$ cat src/verilog/ports_cfg.svh
// Register map, field positions and timing constants for the port block
// Function
// Codec sample is 8 bits with companding, otherwise 16 bits.
// Serial words shift most significant bit first, down to bit 0.
// Codec mode captures receive data on receive clock rising edge.
// Codec mode updates transmit data so the codec samples on falling edge.
// Codec drives both serial clocks and both frames; all inputs here.
// Board ties transmit and receive clocks, and both frames, together.
// Packet mode sends on transmit pins and receives on receive pins.
// Packet mode frame pulse delimits exactly 8 data bits each way.
// Packet mode captures receive data on receive clock falling edge.
// Packet mode updates transmit data and frame after transmit clock rise.
// Packet mode receive clock and frame are inputs; transmit ones outputs.
// Three-bit rate select sets transmit clock from 28,800 to 921,600 Hz.
// Far end supplies receive clock between 28,000 and 921,600 Hz.
// Parallel port is asynchronous, 8-bit bidirectional, handshaken.
// Parallel packet interface in use: serial port carries no packets.
// Parallel port: channel data in codec mode, everything in packet mode.
// Transmit-available flag is high while packet data waits to be read.
// Read: request low, ack low with data, request high, ack high.
// Write: data, request low, capture and ack low, request high, ack high.
// Serial port is either codec or packet interface, never both.
// Parallel requests are synchronised before any acknowledge decision.
// Frame marks word start; first data bit on next active edge.
`ifndef PORTS_CFG_SVH
`define PORTS_CFG_SVH
`define CTRL_OFS 8'h00
`define STATUS_OFS 8'h04
`define SER_TX_OFS 8'h08
`define SER_RX_OFS 8'h0c
`define PAR_TX_OFS 8'h10
`define PAR_RX_OFS 8'h14
`define CTRL_PACKET 0
`define CTRL_COMPAND 1
`define CTRL_RATE_LO 2
`define CTRL_RATE_HI 4
`define CTRL_PAR_SEL 5
`define CTRL_RESET 6'h00
`define RESP_OKAY 2'h0
`define RESP_SLVERR 2'h2
`define WORD_COMPAND 5'h08
`define WORD_LINEAR 5'h10
`define PKT_BITS 5'h08
`define SYNC_W 15
`define SYNC_INIT 15'h0060
`define CLK_HZ 25000000
`define RATE0_HZ 28800
`define RATE1_HZ 57600
`define RATE2_HZ 115200
`define RATE3_HZ 230400
`define RATE4_HZ 460800
`define RATE5_HZ 921600
`define HALF_CNT(hz) (`CLK_HZ / (2 * (hz)))
`endif

$ cat src/verilog/port_types_pkg.sv
// Shared types for the serial and parallel port block
package port_types_pkg;
    typedef logic [7:0] byte_t;
    typedef logic [15:0] word_t;
    typedef enum logic [1:0] {P_IDLE, P_RD_DATA, P_RD_ACK, P_WR_ACK} par_state_t;
endpackage

$ cat src/verilog/sync_if.sv
// Raw and settled pin levels between the port block and its synchroniser
`timescale 1ns/1ps
`include "ports_cfg.svh"
interface sync_if;
    logic [`SYNC_W-1:0] raw;
    logic [`SYNC_W-1:0] stable;
    modport sync (input raw, output stable);
    modport user (output raw, input stable);
endinterface // sync_if

$ cat src/verilog/pin_sync.sv
// Three-stage synchroniser for pins from outside the clock domain
`timescale 1ns/1ps
`include "ports_cfg.svh"
module pin_sync (
    input wire aclk,
    input wire aresetn,
    input wire ce,
    sync_if.sync pins
);
    localparam logic [`SYNC_W-1:0] INIT = `SYNC_INIT;
    logic [`SYNC_W-1:0] s1;
    logic [`SYNC_W-1:0] s2;
    logic [`SYNC_W-1:0] s3;
    genvar i;
    generate
        for (i = 0; i < `SYNC_W; i++) begin : g_bit
            always_ff @(posedge aclk) begin
                if (!aresetn) begin
                    s1[i] <= INIT[i];
                    s2[i] <= INIT[i];
                    s3[i] <= INIT[i];
                    pins.stable[i] <= INIT[i];
                end else if (ce) begin
                    s1[i] <= pins.raw[i];
                    s2[i] <= s1[i];
                    s3[i] <= s2[i];
                    // Change accepted only once two late stages agree
                    if (s2[i] == s3[i]) pins.stable[i] <= s3[i];
                end
            end
        end
    endgenerate
endmodule // pin_sync

$ cat src/verilog/tx_clock_gen.sv
// Packet-mode transmit clock divider
`timescale 1ns/1ps
`include "ports_cfg.svh"
module tx_clock_gen (
    input wire aclk,
    input wire aresetn,
    input wire ce,
    input wire run,
    input wire [2:0] rate_sel,
    output logic level,
    output logic rise
);
    logic [8:0] half;
    logic [8:0] count;
    logic [8:0] half_q;
    logic [9:0] gap;
    logic gap_ok;
    // Unused codes fall back to the slowest rate
    assign half = (rate_sel == 3'h1) ? 9'(`HALF_CNT(`RATE1_HZ)) :
                  (rate_sel == 3'h2) ? 9'(`HALF_CNT(`RATE2_HZ)) :
                  (rate_sel == 3'h3) ? 9'(`HALF_CNT(`RATE3_HZ)) :
                  (rate_sel == 3'h4) ? 9'(`HALF_CNT(`RATE4_HZ)) :
                  (rate_sel == 3'h5) ? 9'(`HALF_CNT(`RATE5_HZ)) :
                  9'(`HALF_CNT(`RATE0_HZ));
    wire at_end = (count == 9'h000);
    // Early flag so the caller updates on the same edge the clock rises
    assign rise = run && at_end && !level;
    always_ff @(posedge aclk) begin
        if (!aresetn) begin
            count <= 9'h000;
            level <= 1'b0;
        end else if (ce) begin
            if (!run) begin
                count <= 9'h000;
                level <= 1'b0;
            end else if (at_end) begin
                count <= half - 9'h001;
                level <= !level;
            end else begin
                count <= count - 9'h001;
            end
        end
    end
    always_ff @(posedge aclk) begin
        if (!aresetn) begin
            gap <= 10'h000;
            gap_ok <= 1'b0;
            half_q <= 9'h000;
        end else if (ce) begin
            half_q <= half;
            if (!run || half != half_q) begin
                gap <= 10'h000;
                gap_ok <= 1'b0;
            end else if (rise) begin
                gap <= 10'h001;
                gap_ok <= 1'b1;
            end else begin
                gap <= gap + 10'h001;
            end
        end
    end
endmodule // tx_clock_gen

$ cat src/verilog/vocoder_ports.sv
// Framed serial port and handshaken parallel port with AXI4-Lite registers
`timescale 1ns/1ps
`include "ports_cfg.svh"
module vocoder_ports (
    input wire aclk,
    input wire aresetn,
    input wire ce,
    input wire [7:0] awaddr,
    input wire awvalid,
    output logic awready,
    input wire [31:0] wdata,
    input wire [3:0] wstrb,
    input wire wvalid,
    output logic wready,
    output logic [1:0] bresp,
    output logic bvalid,
    input wire bready,
    input wire [7:0] araddr,
    input wire arvalid,
    output logic arready,
    output logic [31:0] rdata,
    output logic [1:0] rresp,
    output logic rvalid,
    input wire rready,
    input wire serial_rx_data,
    input wire serial_rx_clock,
    input wire serial_rx_frame,
    output logic serial_tx_data,
    input wire serial_tx_clock_in,
    output logic serial_tx_clock_out,
    output logic serial_tx_clock_oe_n,
    input wire serial_tx_frame_in,
    output logic serial_tx_frame_out,
    output logic serial_tx_frame_oe_n,
    input port_types_pkg::byte_t parallel_data_in,
    output port_types_pkg::byte_t parallel_data_out,
    output logic parallel_data_oe_n,
    input wire parallel_read_req_n,
    input wire parallel_write_req_n,
    output logic parallel_ack_n,
    output logic tx_available
);
    import port_types_pkg::*;

    sync_if pins();
    logic [5:0] ctrl;
    word_t ser_tx_word;
    word_t ser_rx_word;
    word_t rx_shift;
    word_t tx_shift;
    logic ser_tx_pending;
    logic ser_rx_valid;
    logic ser_rx_overrun;
    byte_t par_tx_byte;
    byte_t par_rx_byte;
    logic par_rx_valid;
    par_state_t par_state;
    logic [4:0] rx_count;
    logic [4:0] tx_count;
    logic rx_clock_q;
    logic tx_clock_q;
    logic [7:0] aw_addr_q;
    logic [31:0] w_data_q;
    logic [3:0] w_strb_q;
    logic aw_full;
    logic w_full;
    logic gen_level;
    logic gen_rise;

    // Every outside pin goes through the same three stages
    assign pins.raw = {parallel_data_in, parallel_write_req_n,
                       parallel_read_req_n, serial_tx_frame_in,
                       serial_tx_clock_in, serial_rx_frame,
                       serial_rx_clock, serial_rx_data};

    pin_sync u_sync (
        .aclk(aclk),
        .aresetn(aresetn),
        .ce(ce),
        .pins(pins)
    );

    wire s_rxd = pins.stable[0];
    wire s_rxclk = pins.stable[1];
    wire s_rxfs = pins.stable[2];
    wire s_txclk = pins.stable[3];
    wire s_txfs = pins.stable[4];
    wire rd_req = !pins.stable[5];
    wire wr_req = !pins.stable[6];
    byte_t s_bus;
    assign s_bus = pins.stable[14:7];

    wire packet_mode = ctrl[`CTRL_PACKET];
    wire compand = ctrl[`CTRL_COMPAND];
    wire [2:0] rate_sel = ctrl[`CTRL_RATE_HI:`CTRL_RATE_LO];
    wire par_sel = ctrl[`CTRL_PAR_SEL];
    // Serial packets stop when the parallel port owns the packet stream
    wire ser_enable = !(packet_mode && par_sel);
    wire [4:0] width = packet_mode ? `PKT_BITS :
                       (compand ? `WORD_COMPAND : `WORD_LINEAR);

    tx_clock_gen u_txclk (
        .aclk(aclk),
        .aresetn(aresetn),
        .ce(ce),
        .run(packet_mode && ser_enable),
        .rate_sel(rate_sel),
        .level(gen_level),
        .rise(gen_rise)
    );

    wire rx_rise = s_rxclk && !rx_clock_q;
    wire rx_fall = !s_rxclk && rx_clock_q;
    wire tx_rise_in = s_txclk && !tx_clock_q;
    wire tx_fall_in = !s_txclk && tx_clock_q;
    wire rx_edge = ser_enable && (packet_mode ? rx_fall : rx_rise);
    // Codec clocks are tied, so the transmit input clock stands for both
    wire tx_edge = ser_enable &&
                   (packet_mode ? gen_rise : tx_rise_in);
    // Codec bits launch on the fall: sync delay would miss the next fall
    wire tx_bit_edge = ser_enable &&
                       (packet_mode ? gen_rise : tx_fall_in);
    wire tx_start = packet_mode ? ser_tx_pending : s_txfs;
    wire rx_done = rx_edge && (rx_count == 5'h01);
    wire tx_load = tx_edge && (tx_count == 5'h00) && tx_start;
    word_t rx_next;
    assign rx_next = {rx_shift[14:0], s_rxd};
    word_t tx_fill;
    assign tx_fill = (width == `WORD_LINEAR) ? ser_tx_word :
                     {ser_tx_word[7:0], 8'h00};

    wire do_write = aw_full && w_full && !bvalid;
    wire do_read = arvalid && arready;
    wire wr_ctrl = do_write && (aw_addr_q == `CTRL_OFS);
    wire wr_ser_tx = do_write && (aw_addr_q == `SER_TX_OFS);
    wire wr_par_tx = do_write && (aw_addr_q == `PAR_TX_OFS);
    wire wr_hit = wr_ctrl || wr_ser_tx || wr_par_tx;
    wire rd_ser_rx = do_read && (araddr == `SER_RX_OFS);
    wire rd_par_rx = do_read && (araddr == `PAR_RX_OFS);
    wire [7:0] status = {3'h0, ser_rx_overrun, par_rx_valid, tx_available,
                         ser_rx_valid, ser_tx_pending};
    wire rd_hit = (araddr == `CTRL_OFS) || (araddr == `STATUS_OFS) ||
                  (araddr == `SER_TX_OFS) || (araddr == `SER_RX_OFS) ||
                  (araddr == `PAR_TX_OFS) || (araddr == `PAR_RX_OFS);
    logic [31:0] rd_mux;
    assign rd_mux = (araddr == `CTRL_OFS) ? 32'(ctrl) :
                    (araddr == `STATUS_OFS) ? 32'(status) :
                    (araddr == `SER_TX_OFS) ? 32'(ser_tx_word) :
                    (araddr == `SER_RX_OFS) ? 32'(ser_rx_word) :
                    (araddr == `PAR_TX_OFS) ? 32'(par_tx_byte) :
                    (araddr == `PAR_RX_OFS) ? 32'(par_rx_byte) :
                    32'h0000_0000;

    // Read wins over write when both requests settle together
    wire par_rd_start = (par_state == P_IDLE) && rd_req && tx_available;
    wire par_wr_take = (par_state == P_IDLE) && !rd_req && wr_req &&
                       !par_rx_valid;
    wire par_rd_done = (par_state == P_RD_ACK) && !rd_req;

    always_ff @(posedge aclk) begin
        if (!aresetn) begin
            awready <= 1'b1;
            wready <= 1'b1;
            aw_full <= 1'b0;
            w_full <= 1'b0;
            bvalid <= 1'b0;
            bresp <= `RESP_OKAY;
            aw_addr_q <= 8'h00;
            w_data_q <= 32'h0000_0000;
            w_strb_q <= 4'h0;
        end else if (ce) begin
            if (awvalid && awready) begin
                aw_addr_q <= awaddr;
                aw_full <= 1'b1;
                awready <= 1'b0;
            end
            if (wvalid && wready) begin
                w_data_q <= wdata;
                w_strb_q <= wstrb;
                w_full <= 1'b1;
                wready <= 1'b0;
            end
            if (do_write) begin
                aw_full <= 1'b0;
                w_full <= 1'b0;
                bvalid <= 1'b1;
                bresp <= wr_hit ? `RESP_OKAY : `RESP_SLVERR;
            end
            if (bvalid && bready) begin
                bvalid <= 1'b0;
                awready <= 1'b1;
                wready <= 1'b1;
            end
        end
    end

    always_ff @(posedge aclk) begin
        if (!aresetn) begin
            arready <= 1'b1;
            rvalid <= 1'b0;
            rdata <= 32'h0000_0000;
            rresp <= `RESP_OKAY;
        end else if (ce) begin
            if (do_read) begin
                arready <= 1'b0;
                rvalid <= 1'b1;
                rdata <= rd_mux;
                rresp <= rd_hit ? `RESP_OKAY : `RESP_SLVERR;
            end
            if (rvalid && rready) begin
                rvalid <= 1'b0;
                arready <= 1'b1;
            end
        end
    end

    always_ff @(posedge aclk) begin
        if (!aresetn) begin
            ctrl <= `CTRL_RESET;
            ser_tx_word <= 16'h0000;
            par_tx_byte <= 8'h00;
        end else if (ce) begin
            if (wr_ctrl && w_strb_q[0]) ctrl <= w_data_q[5:0];
            if (wr_ser_tx && w_strb_q[0]) ser_tx_word[7:0] <= w_data_q[7:0];
            if (wr_ser_tx && w_strb_q[1]) ser_tx_word[15:8] <= w_data_q[15:8];
            if (wr_par_tx && w_strb_q[0]) par_tx_byte <= w_data_q[7:0];
        end
    end

    // Receive: frame seen on one active edge, data on the following ones
    always_ff @(posedge aclk) begin
        if (!aresetn) begin
            rx_clock_q <= 1'b0;
            rx_count <= 5'h00;
            rx_shift <= 16'h0000;
            ser_rx_word <= 16'h0000;
            ser_rx_valid <= 1'b0;
            ser_rx_overrun <= 1'b0;
        end else if (ce) begin
            rx_clock_q <= s_rxclk;
            if (rd_ser_rx) begin
                ser_rx_valid <= 1'b0;
                ser_rx_overrun <= 1'b0;
            end
            if (rx_edge && rx_count != 5'h00) begin
                rx_shift <= rx_next;
                rx_count <= rx_count - 5'h01;
            end else if (rx_edge && s_rxfs) begin
                rx_shift <= 16'h0000;
                rx_count <= width;
            end
            if (rx_done) begin
                ser_rx_word <= rx_next;
                ser_rx_valid <= 1'b1;
                if (ser_rx_valid && !rd_ser_rx) ser_rx_overrun <= 1'b1;
            end
        end
    end

    // Transmit: codec mode resends the held word on every frame
    always_ff @(posedge aclk) begin
        if (!aresetn) begin
            tx_clock_q <= 1'b0;
            tx_count <= 5'h00;
            tx_shift <= 16'h0000;
            ser_tx_pending <= 1'b0;
            serial_tx_data <= 1'b0;
            serial_tx_frame_out <= 1'b0;
        end else if (ce) begin
            tx_clock_q <= s_txclk;
            if (tx_bit_edge && tx_count != 5'h00) begin
                serial_tx_data <= tx_shift[15];
                tx_shift <= {tx_shift[14:0], 1'b0};
                tx_count <= tx_count - 5'h01;
                serial_tx_frame_out <= 1'b0;
            end else if (tx_load) begin
                tx_shift <= tx_fill;
                tx_count <= width;
                serial_tx_frame_out <= packet_mode;
                ser_tx_pending <= 1'b0;
            end else if (tx_edge) begin
                serial_tx_frame_out <= 1'b0;
            end
            if (wr_ser_tx) ser_tx_pending <= 1'b1;
        end
    end

    // Transmit clock and frame pins turn round with the mode
    always_ff @(posedge aclk) begin
        if (!aresetn) begin
            serial_tx_clock_out <= 1'b0;
            serial_tx_clock_oe_n <= 1'b1;
            serial_tx_frame_oe_n <= 1'b1;
        end else if (ce) begin
            serial_tx_clock_out <= gen_level;
            serial_tx_clock_oe_n <= !packet_mode;
            serial_tx_frame_oe_n <= !packet_mode;
        end
    end

    // Parallel port serves both modes; packet content is software's concern
    always_ff @(posedge aclk) begin
        if (!aresetn) begin
            par_state <= P_IDLE;
            parallel_ack_n <= 1'b1;
            parallel_data_oe_n <= 1'b1;
            parallel_data_out <= 8'h00;
            par_rx_byte <= 8'h00;
            par_rx_valid <= 1'b0;
            tx_available <= 1'b0;
        end else if (ce) begin
            if (rd_par_rx) par_rx_valid <= 1'b0;
            if (par_rd_done) tx_available <= 1'b0;
            if (wr_par_tx) tx_available <= 1'b1;
            unique case (par_state)
                P_IDLE: begin
                    if (par_rd_start) begin
                        parallel_data_out <= par_tx_byte;
                        parallel_data_oe_n <= 1'b0;
                        par_state <= P_RD_DATA;
                    end else if (par_wr_take) begin
                        par_rx_byte <= s_bus;
                        par_rx_valid <= 1'b1;
                        parallel_ack_n <= 1'b0;
                        par_state <= P_WR_ACK;
                    end
                end
                P_RD_DATA: begin
                    // Data set up one cycle ahead of the acknowledge
                    parallel_ack_n <= 1'b0;
                    par_state <= P_RD_ACK;
                end
                P_RD_ACK: begin
                    if (!rd_req) begin
                        parallel_ack_n <= 1'b1;
                        parallel_data_oe_n <= 1'b1;
                        par_state <= P_IDLE;
                    end
                end
                P_WR_ACK: begin
                    if (!wr_req) begin
                        parallel_ack_n <= 1'b1;
                        par_state <= P_IDLE;
                    end
                end
            endcase
        end
    end
endmodule // vocoder_ports

$ cat config.mk
export PLATFORM = sky130hd
export DESIGN_NAME = vocoder_ports
export DESIGN_NICKNAME = d
export VERILOG_FILES = /design/src/verilog/port_types_pkg.sv /design/src/verilog/sync_if.sv /design/src/verilog/pin_sync.sv /design/src/verilog/tx_clock_gen.sv /design/src/verilog/vocoder_ports.sv
export VERILOG_INCLUDE_DIRS = /design/src /design/src/verilog
export SDC_FILE = /design/constraint.sdc
export NUM_CORES = 1
export LEC_CHECK = 0
export BUFFER_PORTS_ARGS = -buffer_cell sky130_fd_sc_hd__buf_2
export CORE_ASPECT_RATIO = 0.5
export CORE_UTILIZATION = 40
export CTS_CLUSTER_SIZE = 24
export DETAILED_ROUTE_END_ITERATION = 7
export PLACE_DENSITY_LB_ADDON = 0.2
export SLEW_MARGIN = 20
export SYNTH_ARGS = -nofsm -noshare
export SYNTH_HDL_FRONTEND = slang
export SYNTH_SLANG_ARGS = --single-unit
export TNS_END_PERCENT = 20
$ cat constraint.sdc
create_clock -name aclk -period 2.35 [get_ports aclk]
set_clock_uncertainty 0.15 [all_clocks]
set_input_delay 0.47 -clock aclk [delete_from_list [all_inputs] [get_ports aclk]]
set_output_delay 0.47 -clock aclk [all_outputs]
set_load 0.005 [all_outputs]
-- Word-level counts from Yosys, hierarchy flattened
Cells that the tools add are included.
- muxes and demuxes: 75
- bitwise gates (word level): 1
- reduce and logical (&&, ||, !) cells: 122
- add/sub/neg operators: 4
- eq/ne operators: 40
- operators by type and width (kind ; number):
    16-bit 2-to-1 mux ; 7
    2-bit AND reduction ; 37
    9-bit 2-to-1 mux ; 7
    1-bit 2-to-1 mux ; 42
    1-bit logical AND ; 40
    15-bit 2-to-1 mux ; 2
    5-bit 2-to-1 mux ; 6
    8-bit by 4-bit equality test with 1-bit output (second input constant) ; 3
    8-bit by 5-bit equality test with 1-bit output (second input constant) ; 3
    2-bit nonzero test ; 12
    9-bit by 1-bit subtractor with 9-bit output (second input constant) ; 2
    8-bit logical NOT ; 2
    8-bit 2-to-1 mux ; 2
    1-bit equality test ; 15
    1-bit logical NOT ; 12
    2-bit 2-to-1 mux ; 6
    4-bit AND reduction ; 3
    2-bit inequality test (second input constant) ; 5
    5-bit nonzero test ; 2
    5-bit by 1-bit subtractor with 5-bit output (second input constant) ; 2
    9-bit logical NOT ; 1
    8-bit by 3-bit equality test with 1-bit output (second input constant) ; 1
    2-bit one-hot mux with 4 select lines ; 1
    1-bit logical OR ; 7
    17 further kinds ; 22
- bits of input ports: 75
- output and inout port bits: 57
- bits in registers: 257
- logic and storage cells: 342

-- Logic depth before layout (Yosys ltp)
Gate-level depths: netlist (run 1).
- depth after elaboration: 12
- gate-level depth with buffers: 10
- depth with buffers taken out: 9

-- Cells and area by module
A second synthesis (run 1) with hierarchy kept.
- cells, all modules: 1166
- area, all modules: 10565.1 sq um
- modules (own cells, without submodules) (module ; area an instance (sq um) ; cells an instance ; instances ; seq. area each (sq um)):
    vocoder_ports ; 7452.1 ; 843 ; 1 ; 3383.2
    pin_sync ; 2388.5 ; 227 ; 1 ; 1201.2
    tx_clock_gen ; 724.4 ; 96 ; 1 ; 200.2

-- Least setup slack after synthesis (run 1)
Ideal clock, no wire load.
- path type: register -> register
- from: register u_txclk.count[4]
- to: register u_txclk.count[8]
- required time: 2.075 ns
- clock period less this slack: 2.533 ns
- setup slack: -0.183 ns
- path buffers: 1
- library setup time: 0.125 ns
- arrival: 2.258 ns
- stages on the path, launching flop included: 8
- cell sequence: dfxtp_1 > buf_6 > or4_4 > or4_4 > o32a_1 > nor3_2 > mux2i_1 > o21bai_1
- cells in the longest elaborated chain, start to end: 3
- elaborated cells on any way between the ends: 4
- those cells by class: 1 x add/sub; 2 x mux; 1 x reduce/logical
- RTL lines (item ; RTL line ; text):
    start: declaration ; tx_clock_gen.sv:14 ; logic [8:0] count;
    start signal: assignment ; tx_clock_gen.sv:37 ; count <= half - 9'h001;
    start signal: assignment ; tx_clock_gen.sv:40 ; count <= count - 9'h001;
    9-bit by 1-bit subtractor with 9-bit output or 9-bit logical NOT (tied branches) ; tx_clock_gen.sv:40, tx_clock_gen.sv:25 ;
    9-bit 2-to-1 mux (*) ; tx_clock_gen.sv:36 ; end else if (at_end) begin
    9-bit 2-to-1 mux (*) ; tx_clock_gen.sv:33 ; if (!run) begin
Mark *: on every way between the ends. The rest lies on a longest branch, timed or not.
A chain may end at the register's enable or synchronous reset.

-- Final worst setup path (run 1)
- from: register u_txclk.count[8]
- to: register u_txclk.count[8]
The elaborated chain is that of the path after synthesis.

==> flow_summary.ini, run 1 <==
[synth]
yosys.area_share.adder_pct = 0.622
synthFlopType = dfxtp_1
synth_area_leaders = dfxtp_1, mux2i_1, nand2_1
synth_warnings = 0
yosysSeqAreaShare_pct = 47.6
yosysTopAreaCellShare_pct = 47.6
ys_ff_latch = 239
synthSimpleGateAreaFrac_pct = 19.8
post_synth.cell_area_avg_um2 = 8.55
synth_compound_area_share_pct = 15.9
syn_area_um2 = 10100
synth.distinct_cells = 64
synthXorXnorAreaFrac_pct = 0.348
synth-async-reset-ratio_pct = 0
synth_commonest_cells = dfxtp_1, nand2_1, nor2_1, a21oi_1, mux2i_1
yosysMostFrequentCell = dfxtp_1
syn-instance-count = 1177
synth_top_family_by_area = simple AND/OR/NAND/NOR gates
synthMuxAreaShare_pct = 10.8
synth_enable_flop_cells = 0
yosysTopAreaCell = dfxtp_1

[global_routing]
grt_pass1_vias = 8047
grt_pass1_wl_mm = 42.7
grt_max_degree = 115
grt_antenna_before_repair = 0
grt_usage_pct = 20.7
grt_overflow = 0

[timing]
worstMarginPinSlew_ps = 590
hold_slack_ps = 21.2
setup_viol = 1
fin_ws_ps = -36.5
drv_slew = 0
rsz0062_at_grt = yes
slew_headroom_pct = 60.5
min_period_ps = 2390
max_freq_mhz = 419
hold_viol = 0
finalCritPeriodShare_pct = 102

[cts]
h-tree-depth = 1
numClockSinks = 239
cts-buffers-inserted = 23
clkTransAtPathRegs_ps = 70
cts-root-buf = clkbuf_16
clock_path_buffers = 3
clkLatencyLatePin_ps = 530
cts_tree = built

[pwr]
ir_worst_vdd_v = 0.000505
power_mw = 8.36
leakage_nw = 5.30
power_density_nw_per_um2 = 683

[job]
drv_cap = 0

[critical_path]
crit_path_top_delay_cell = or4_4
cp_top_family = simple AND/OR/NAND/NOR gates
criticalPathCategory = register to register
start_kind = register
critical_path_buf_inv_count = 0
cpMostUsedCell = or4_4
path_cells = or4_4 > or4_4 > o32a_1 > nor3_2 > mux2i_1 > o21bai_1
rrSetupSlack_ps = -40
setup.worst_path.end_class = register
arrival_ps = 2640
required_ps = 2610
max_stage_delay_ps = 580
worst-path-max-fanout = 4

[detailed_routing]
drc_errors = 0
wl_mm = 26.9
via_per_inst = 5.27
num_vias = 8766
ant_nets = 0
drt-pass1-iter-count = 5
wire_per_inst_um = 16.2
drtIter0Drc = 586

[die]
ioPinCount = 132
core_area_um2 = 24300
dieArea_um2 = 25800
die_x_um = 226
fp.dieH_um = 114
initial_core_util_pct = 41.4
row_count = 40

[placement]
portBuffers = 95
dp_hpwl_mm = 19.2
gp_congestion = 0.899

[outcome]
violations = setup timing
status = finished, violations left

[finish]
area_growth_pct = 21.8
drive_above_1_share_pct = 20.2
diodes = 0
num-nets-final = 1393
fill_cells = 2308

[worst_hold_path]
min_path_type = input port to register
==> layout by cell type, fill, tap and decap left out, types with 6 or more instances in the layout <==
| cell type | count |
|---|---|
| a22oi_1 | 19 |
| clkbuf_8 | 6 |
| nor2_1 | 139 |
| buf_4 | 83 |
| o21ai_0 | 46 |
| mux2_2 | 12 |
| a32oi_1 | 6 |
| conb_1 | 18 |
| a21oi_1 | 117 |
| buf_2 | 94 |
| nand2_1 | 176 |
| inv_1 | 16 |
| a21o_1 | 14 |
| nand3_1 | 59 |
| dfxtp_1 | 235 |
| nand2b_1 | 10 |
| mux2i_1 | 95 |
| nor3_1 | 16 |
| o211ai_1 | 13 |
| clkbuf_16 | 23 |
==> cell families after synthesis <==
family	Yosys count
simple gates	452
compound gates	261
flops	239
buf+inv	108
mux	107
fa+ha+maj	5
xor+xnor	4
other cells	1
==> repair_timing <==
| item | 4_1_cts | 5_1_grt |
|---|---|---|
| setup buffers | 0 | 1 |
| cloned | 0 | 1 |
| endpoints found under the hold margin | 0 | 0 |
| hold buffers | 0 | 0 |
| pin swaps | 1 | 11 |
| gates resized for setup | 3 | 31 |
| endpoints found under the setup margin | 19 | 55 |
==> layout make-up <==
cell class / count / area, µm² / share of cell area [%]
timing repair buffer: 184 / 1220 / 9.93
clock inverter: 6 / 90.1 / 0.736
inverter: 18 / 72.6 / 0.593
multi-input combinational: 847 / 4980 / 40.7
clock buffer: 34 / 677 / 5.53
tap: 336 / 420 / 3.43
sequential: 239 / 4790 / 39.1
==> worst paths after layout <==
check / startpoint / endpoint / depth (start not counted)
max: u_txclk.count[8] / u_txclk.count[8] / 6
max reg2reg: u_txclk.count[8] / u_txclk.count[8] / 6
min: parallel_read_req_n / u_sync.s1[5] / 3
min reg2reg: tx_shift[10] / tx_shift[10] / 2
==> per-layer routing <==
layer  global-route usage, %  part of all wire, %
met4                    4.10                  1.6
met5                       0                    0
met1                    30.8                   50
met2                    31.3                   42
met3                    3.62                  5.9
==> per-stage QoR <==
stage                     setup TNS (ps)  utilization [%]  cells  area, µm²  setup WS, ps
final                              -36.5             50.4   1664      12200         -36.5
after global routing                -407             50.4   1664      12200          -114
after CTS                          -94.0             49.8   1662      12100         -74.3
after detailed placement           -1210             46.6   1622      11300          -121
after global placement              -519             46.6   1622      11300         -53.4
after floorplan                     -110                -   1194      10100         -27.2
==> registers in the layout (all words and copies together) (netlist names), 9 cells and up <==
register	count
rdata	16
rx_shift	15
ser_rx_word	16
ser_tx_word	16
tx_shift	16
u_sync.pins.stable	15
u_sync.s1	15
u_sync.s2	15
u_sync.s3	15
u_txclk.count	9
w_data_q	16
==> power by group <==
part | switching [mW] | total, mW | internal [mW]
registers | 0.0519 | 4.17 | 4.11
clock network | 1.57 | 3.79 | 2.22
logic | 0.246 | 0.407 | 0.161
==> tightest hold or removal path, delay by kind of cell <==
| family | cells | cell delay, ps |
|---|---|---|
| mux | 1 | 60 |
| buf+inv | 1 | 80 |
| simple gates | 1 | 60 |
Power figures use the tool's default switching activity.
==> inputs of run 2 (changes only) <==
--- a/config.mk
+++ b/config.mk
@@ -11,7 +11,9 @@
 export CORE_UTILIZATION = 40
 export CTS_CLUSTER_SIZE = 24
 export DETAILED_ROUTE_END_ITERATION = 7
+export GPL_TIMING_DRIVEN = 0
 export PLACE_DENSITY_LB_ADDON = 0.2
+export RECOVER_POWER = 25
 export SLEW_MARGIN = 20
 export SYNTH_ARGS = -nofsm -noshare
 export SYNTH_HDL_FRONTEND = slang
==> run 2 against run 1 <==
Against the previous run:
- the run still ends with setup timing left
- total power grew 0.53%
- via count grew 4.1%
- worst hold slack gained 4.9 ps
- sequential power is essentially flat
- critical path type unchanged
==> flow_summary.ini, run 2 (synthesis results as in run 1) <==
[detailed_routing]
wirelength_met1_mm = 14.8
drtIter0Drc = 698
wl_mm = 30.5
wl_met2_mm = 12.9
num_vias = 9122
met3WireLength_mm = 2.48
drt-pass1-iter-count = 7
highest-signal-layer = met4
ant_nets = 0
drc_errors = 0
wire_per_inst_um = 18.1
via_per_inst = 5.40

[timing]
finalCritPeriodShare_pct = 106
hold_viol = 0
setup_tns_ps = -1860
slew_headroom_pct = 23.8
fin_ws_ps = -148
max_freq_mhz = 400
setup_viol = 23
worstMarginPinSlew_ps = 1130
rsz0062_at_grt = yes
drv_slew = 0
min_period_ps = 2500

[critical_path]
path_cells = or4_4 > or4_4 > o32a_1 > nor3_2 > mux2i_1 > o21bai_1
arrival_ps = 2750
criticalPathCategory = register to register
critical_path_buf_inv_count = 0
worst-path-max-fanout = 7
setup.worst_path.end_class = register
start_kind = register
required_ps = 2610
crit_path_top_delay_cell = or4_4
max_stage_delay_ps = 510
cp_top_family = simple AND/OR/NAND/NOR gates
cpMostUsedCell = or4_4

[global_routing]
grt_overflow = 0
grt_pass1_wl_mm = 46.3
grt_antenna_before_repair = 0
grt_usage_pct = 23.2
grt_max_degree = 16
grt_pass1_vias = 8390

[finish]
most-common-layout-cells = dfxtp_1, nand2_1, nor2_1
finish.utilization_pct = 50.7
diodes = 0
final_common_cell = dfxtp_1
area_growth_pct = 22.6
drive_above_1_share_pct = 18.7
num-nets-final = 1418

[job]
drv_cap = 0

[placement]
portBuffers = 94
gp_congestion = 0.937
dp_hpwl_mm = 22.4

[cts]
cts-buffers-inserted = 23
clock_path_buffers = 3
cts-root-buf = clkbuf_16
clkLatencyLatePin_ps = 530
cts_tree = built
h-tree-depth = 1
numClockSinks = 239
clkTransAtPathRegs_ps = 70

[die]
initial_core_util_pct = 41.4
ioPinCount = 132
dieArea_um2 = 25800
row_count = 40
core_area_um2 = 24300
die_x_um = 226
fp.dieH_um = 114

[outcome]
status = finished, violations left
violations = setup timing

[pwr]
pwr-share-comb_pct = 5.4
power_mw = 8.41
power_frac_clock_pct = 45.1
leakage_nw = 5.22
p_seq_share_pct = 49.5
power_density_nw_per_um2 = 682
p_sw_mw = 1.94
ir_worst_vdd_v = 0.000381
swShare_pct = 23.1
p_int_mw = 6.47

[worst_hold_path]
min_path_type = input port to register
==> run 2: changes by cell type in the layout (fill, tap and decap cells not counted), moves of 5 or more <==
| cell | previous run | this run |
|---|---|---|
| clkbuf_1 | 5 | 61 |
| buf_4 | 83 | 42 |
| buf_2 | 94 | 84 |
| clkbuf_2 | 0 | 7 |
| buf_1 | 0 | 5 |
==> run 2: cell type report <==
type	instances	area (µm²)
inverter	18	67.6
buffer	86	459
sequential	239	4810
fill	2353	12000
multi-input combinational	847	5070
tap	336	420
clock buffer	32	659
clock inverter	8	111
timing repair buffer	123	733
==> run 2: stage by stage <==
stage / hold slack (ps) / instance area, µm² / instances / setup slack (ps)
6_report: 26.2 / 12300 / 1689 / -148
5_1_grt: 26.7 / 12300 / 1689 / -192
4_1_cts: 16.8 / 12000 / 1669 / -208
3_5_place_dp: 293 / 11000 / 1624 / -845
3_3_place_gp: 289 / 11000 / 1624 / -825
2_1_floorplan: 280 / 10100 / 1194 / -27.2
==> run 2: power by group through the flow <==
stage                     combinational (mW)  sequential [mW]  clock, mW
final                                  0.456             4.16       3.79
after floorplan                        0.274             4.24          0
after CTS                              0.454             4.16       3.86
after global routing                   0.501             4.16       4.01
after global placement                 0.444             4.25          0
after detailed placement               0.451             4.25          0
==> run 2: worst register-to-register path: stages (launching register included) <==
cell	delay [ps]
dfxtp_1	420
or4_4	520
or4_4	450
o32a_1	370
nor3_2	190
mux2i_1	210
o21bai_1	70
==> run 2: repair_timing <==
action,CTS,global route
hold buffers,1,0
cloned,0,2
pin swaps,10,26
gates resized for setup,42,61
buffers inserted,6,20
endpoints found under the hold margin,1,0
endpoints found under the setup margin,138,107
==> run 2: path summary, 6_finish.rpt <==
kind,startpoint,to,slack (ps),cells past startpoint
hold / removal,parallel_write_req_n,u_sync.s1[6],30,3
setup reg to reg,u_txclk.count[6],u_txclk.count[8],-150,6
hold reg to reg,tx_shift[5],tx_shift[5],300,2
setup / recovery,u_txclk.count[6],u_txclk.count[8],-150,6
==> run 2: per-layer routing <==
| metal | vias up | GRT usage, % |
|---|---|---|
| li1 | 4403 | - |
| met1 | 4378 | 33.8 |
| met3 | 35 | 5.29 |
| met4 | 0 | 4.59 |
| met5 | - | 0 |
| met2 | 306 | 35.1 |
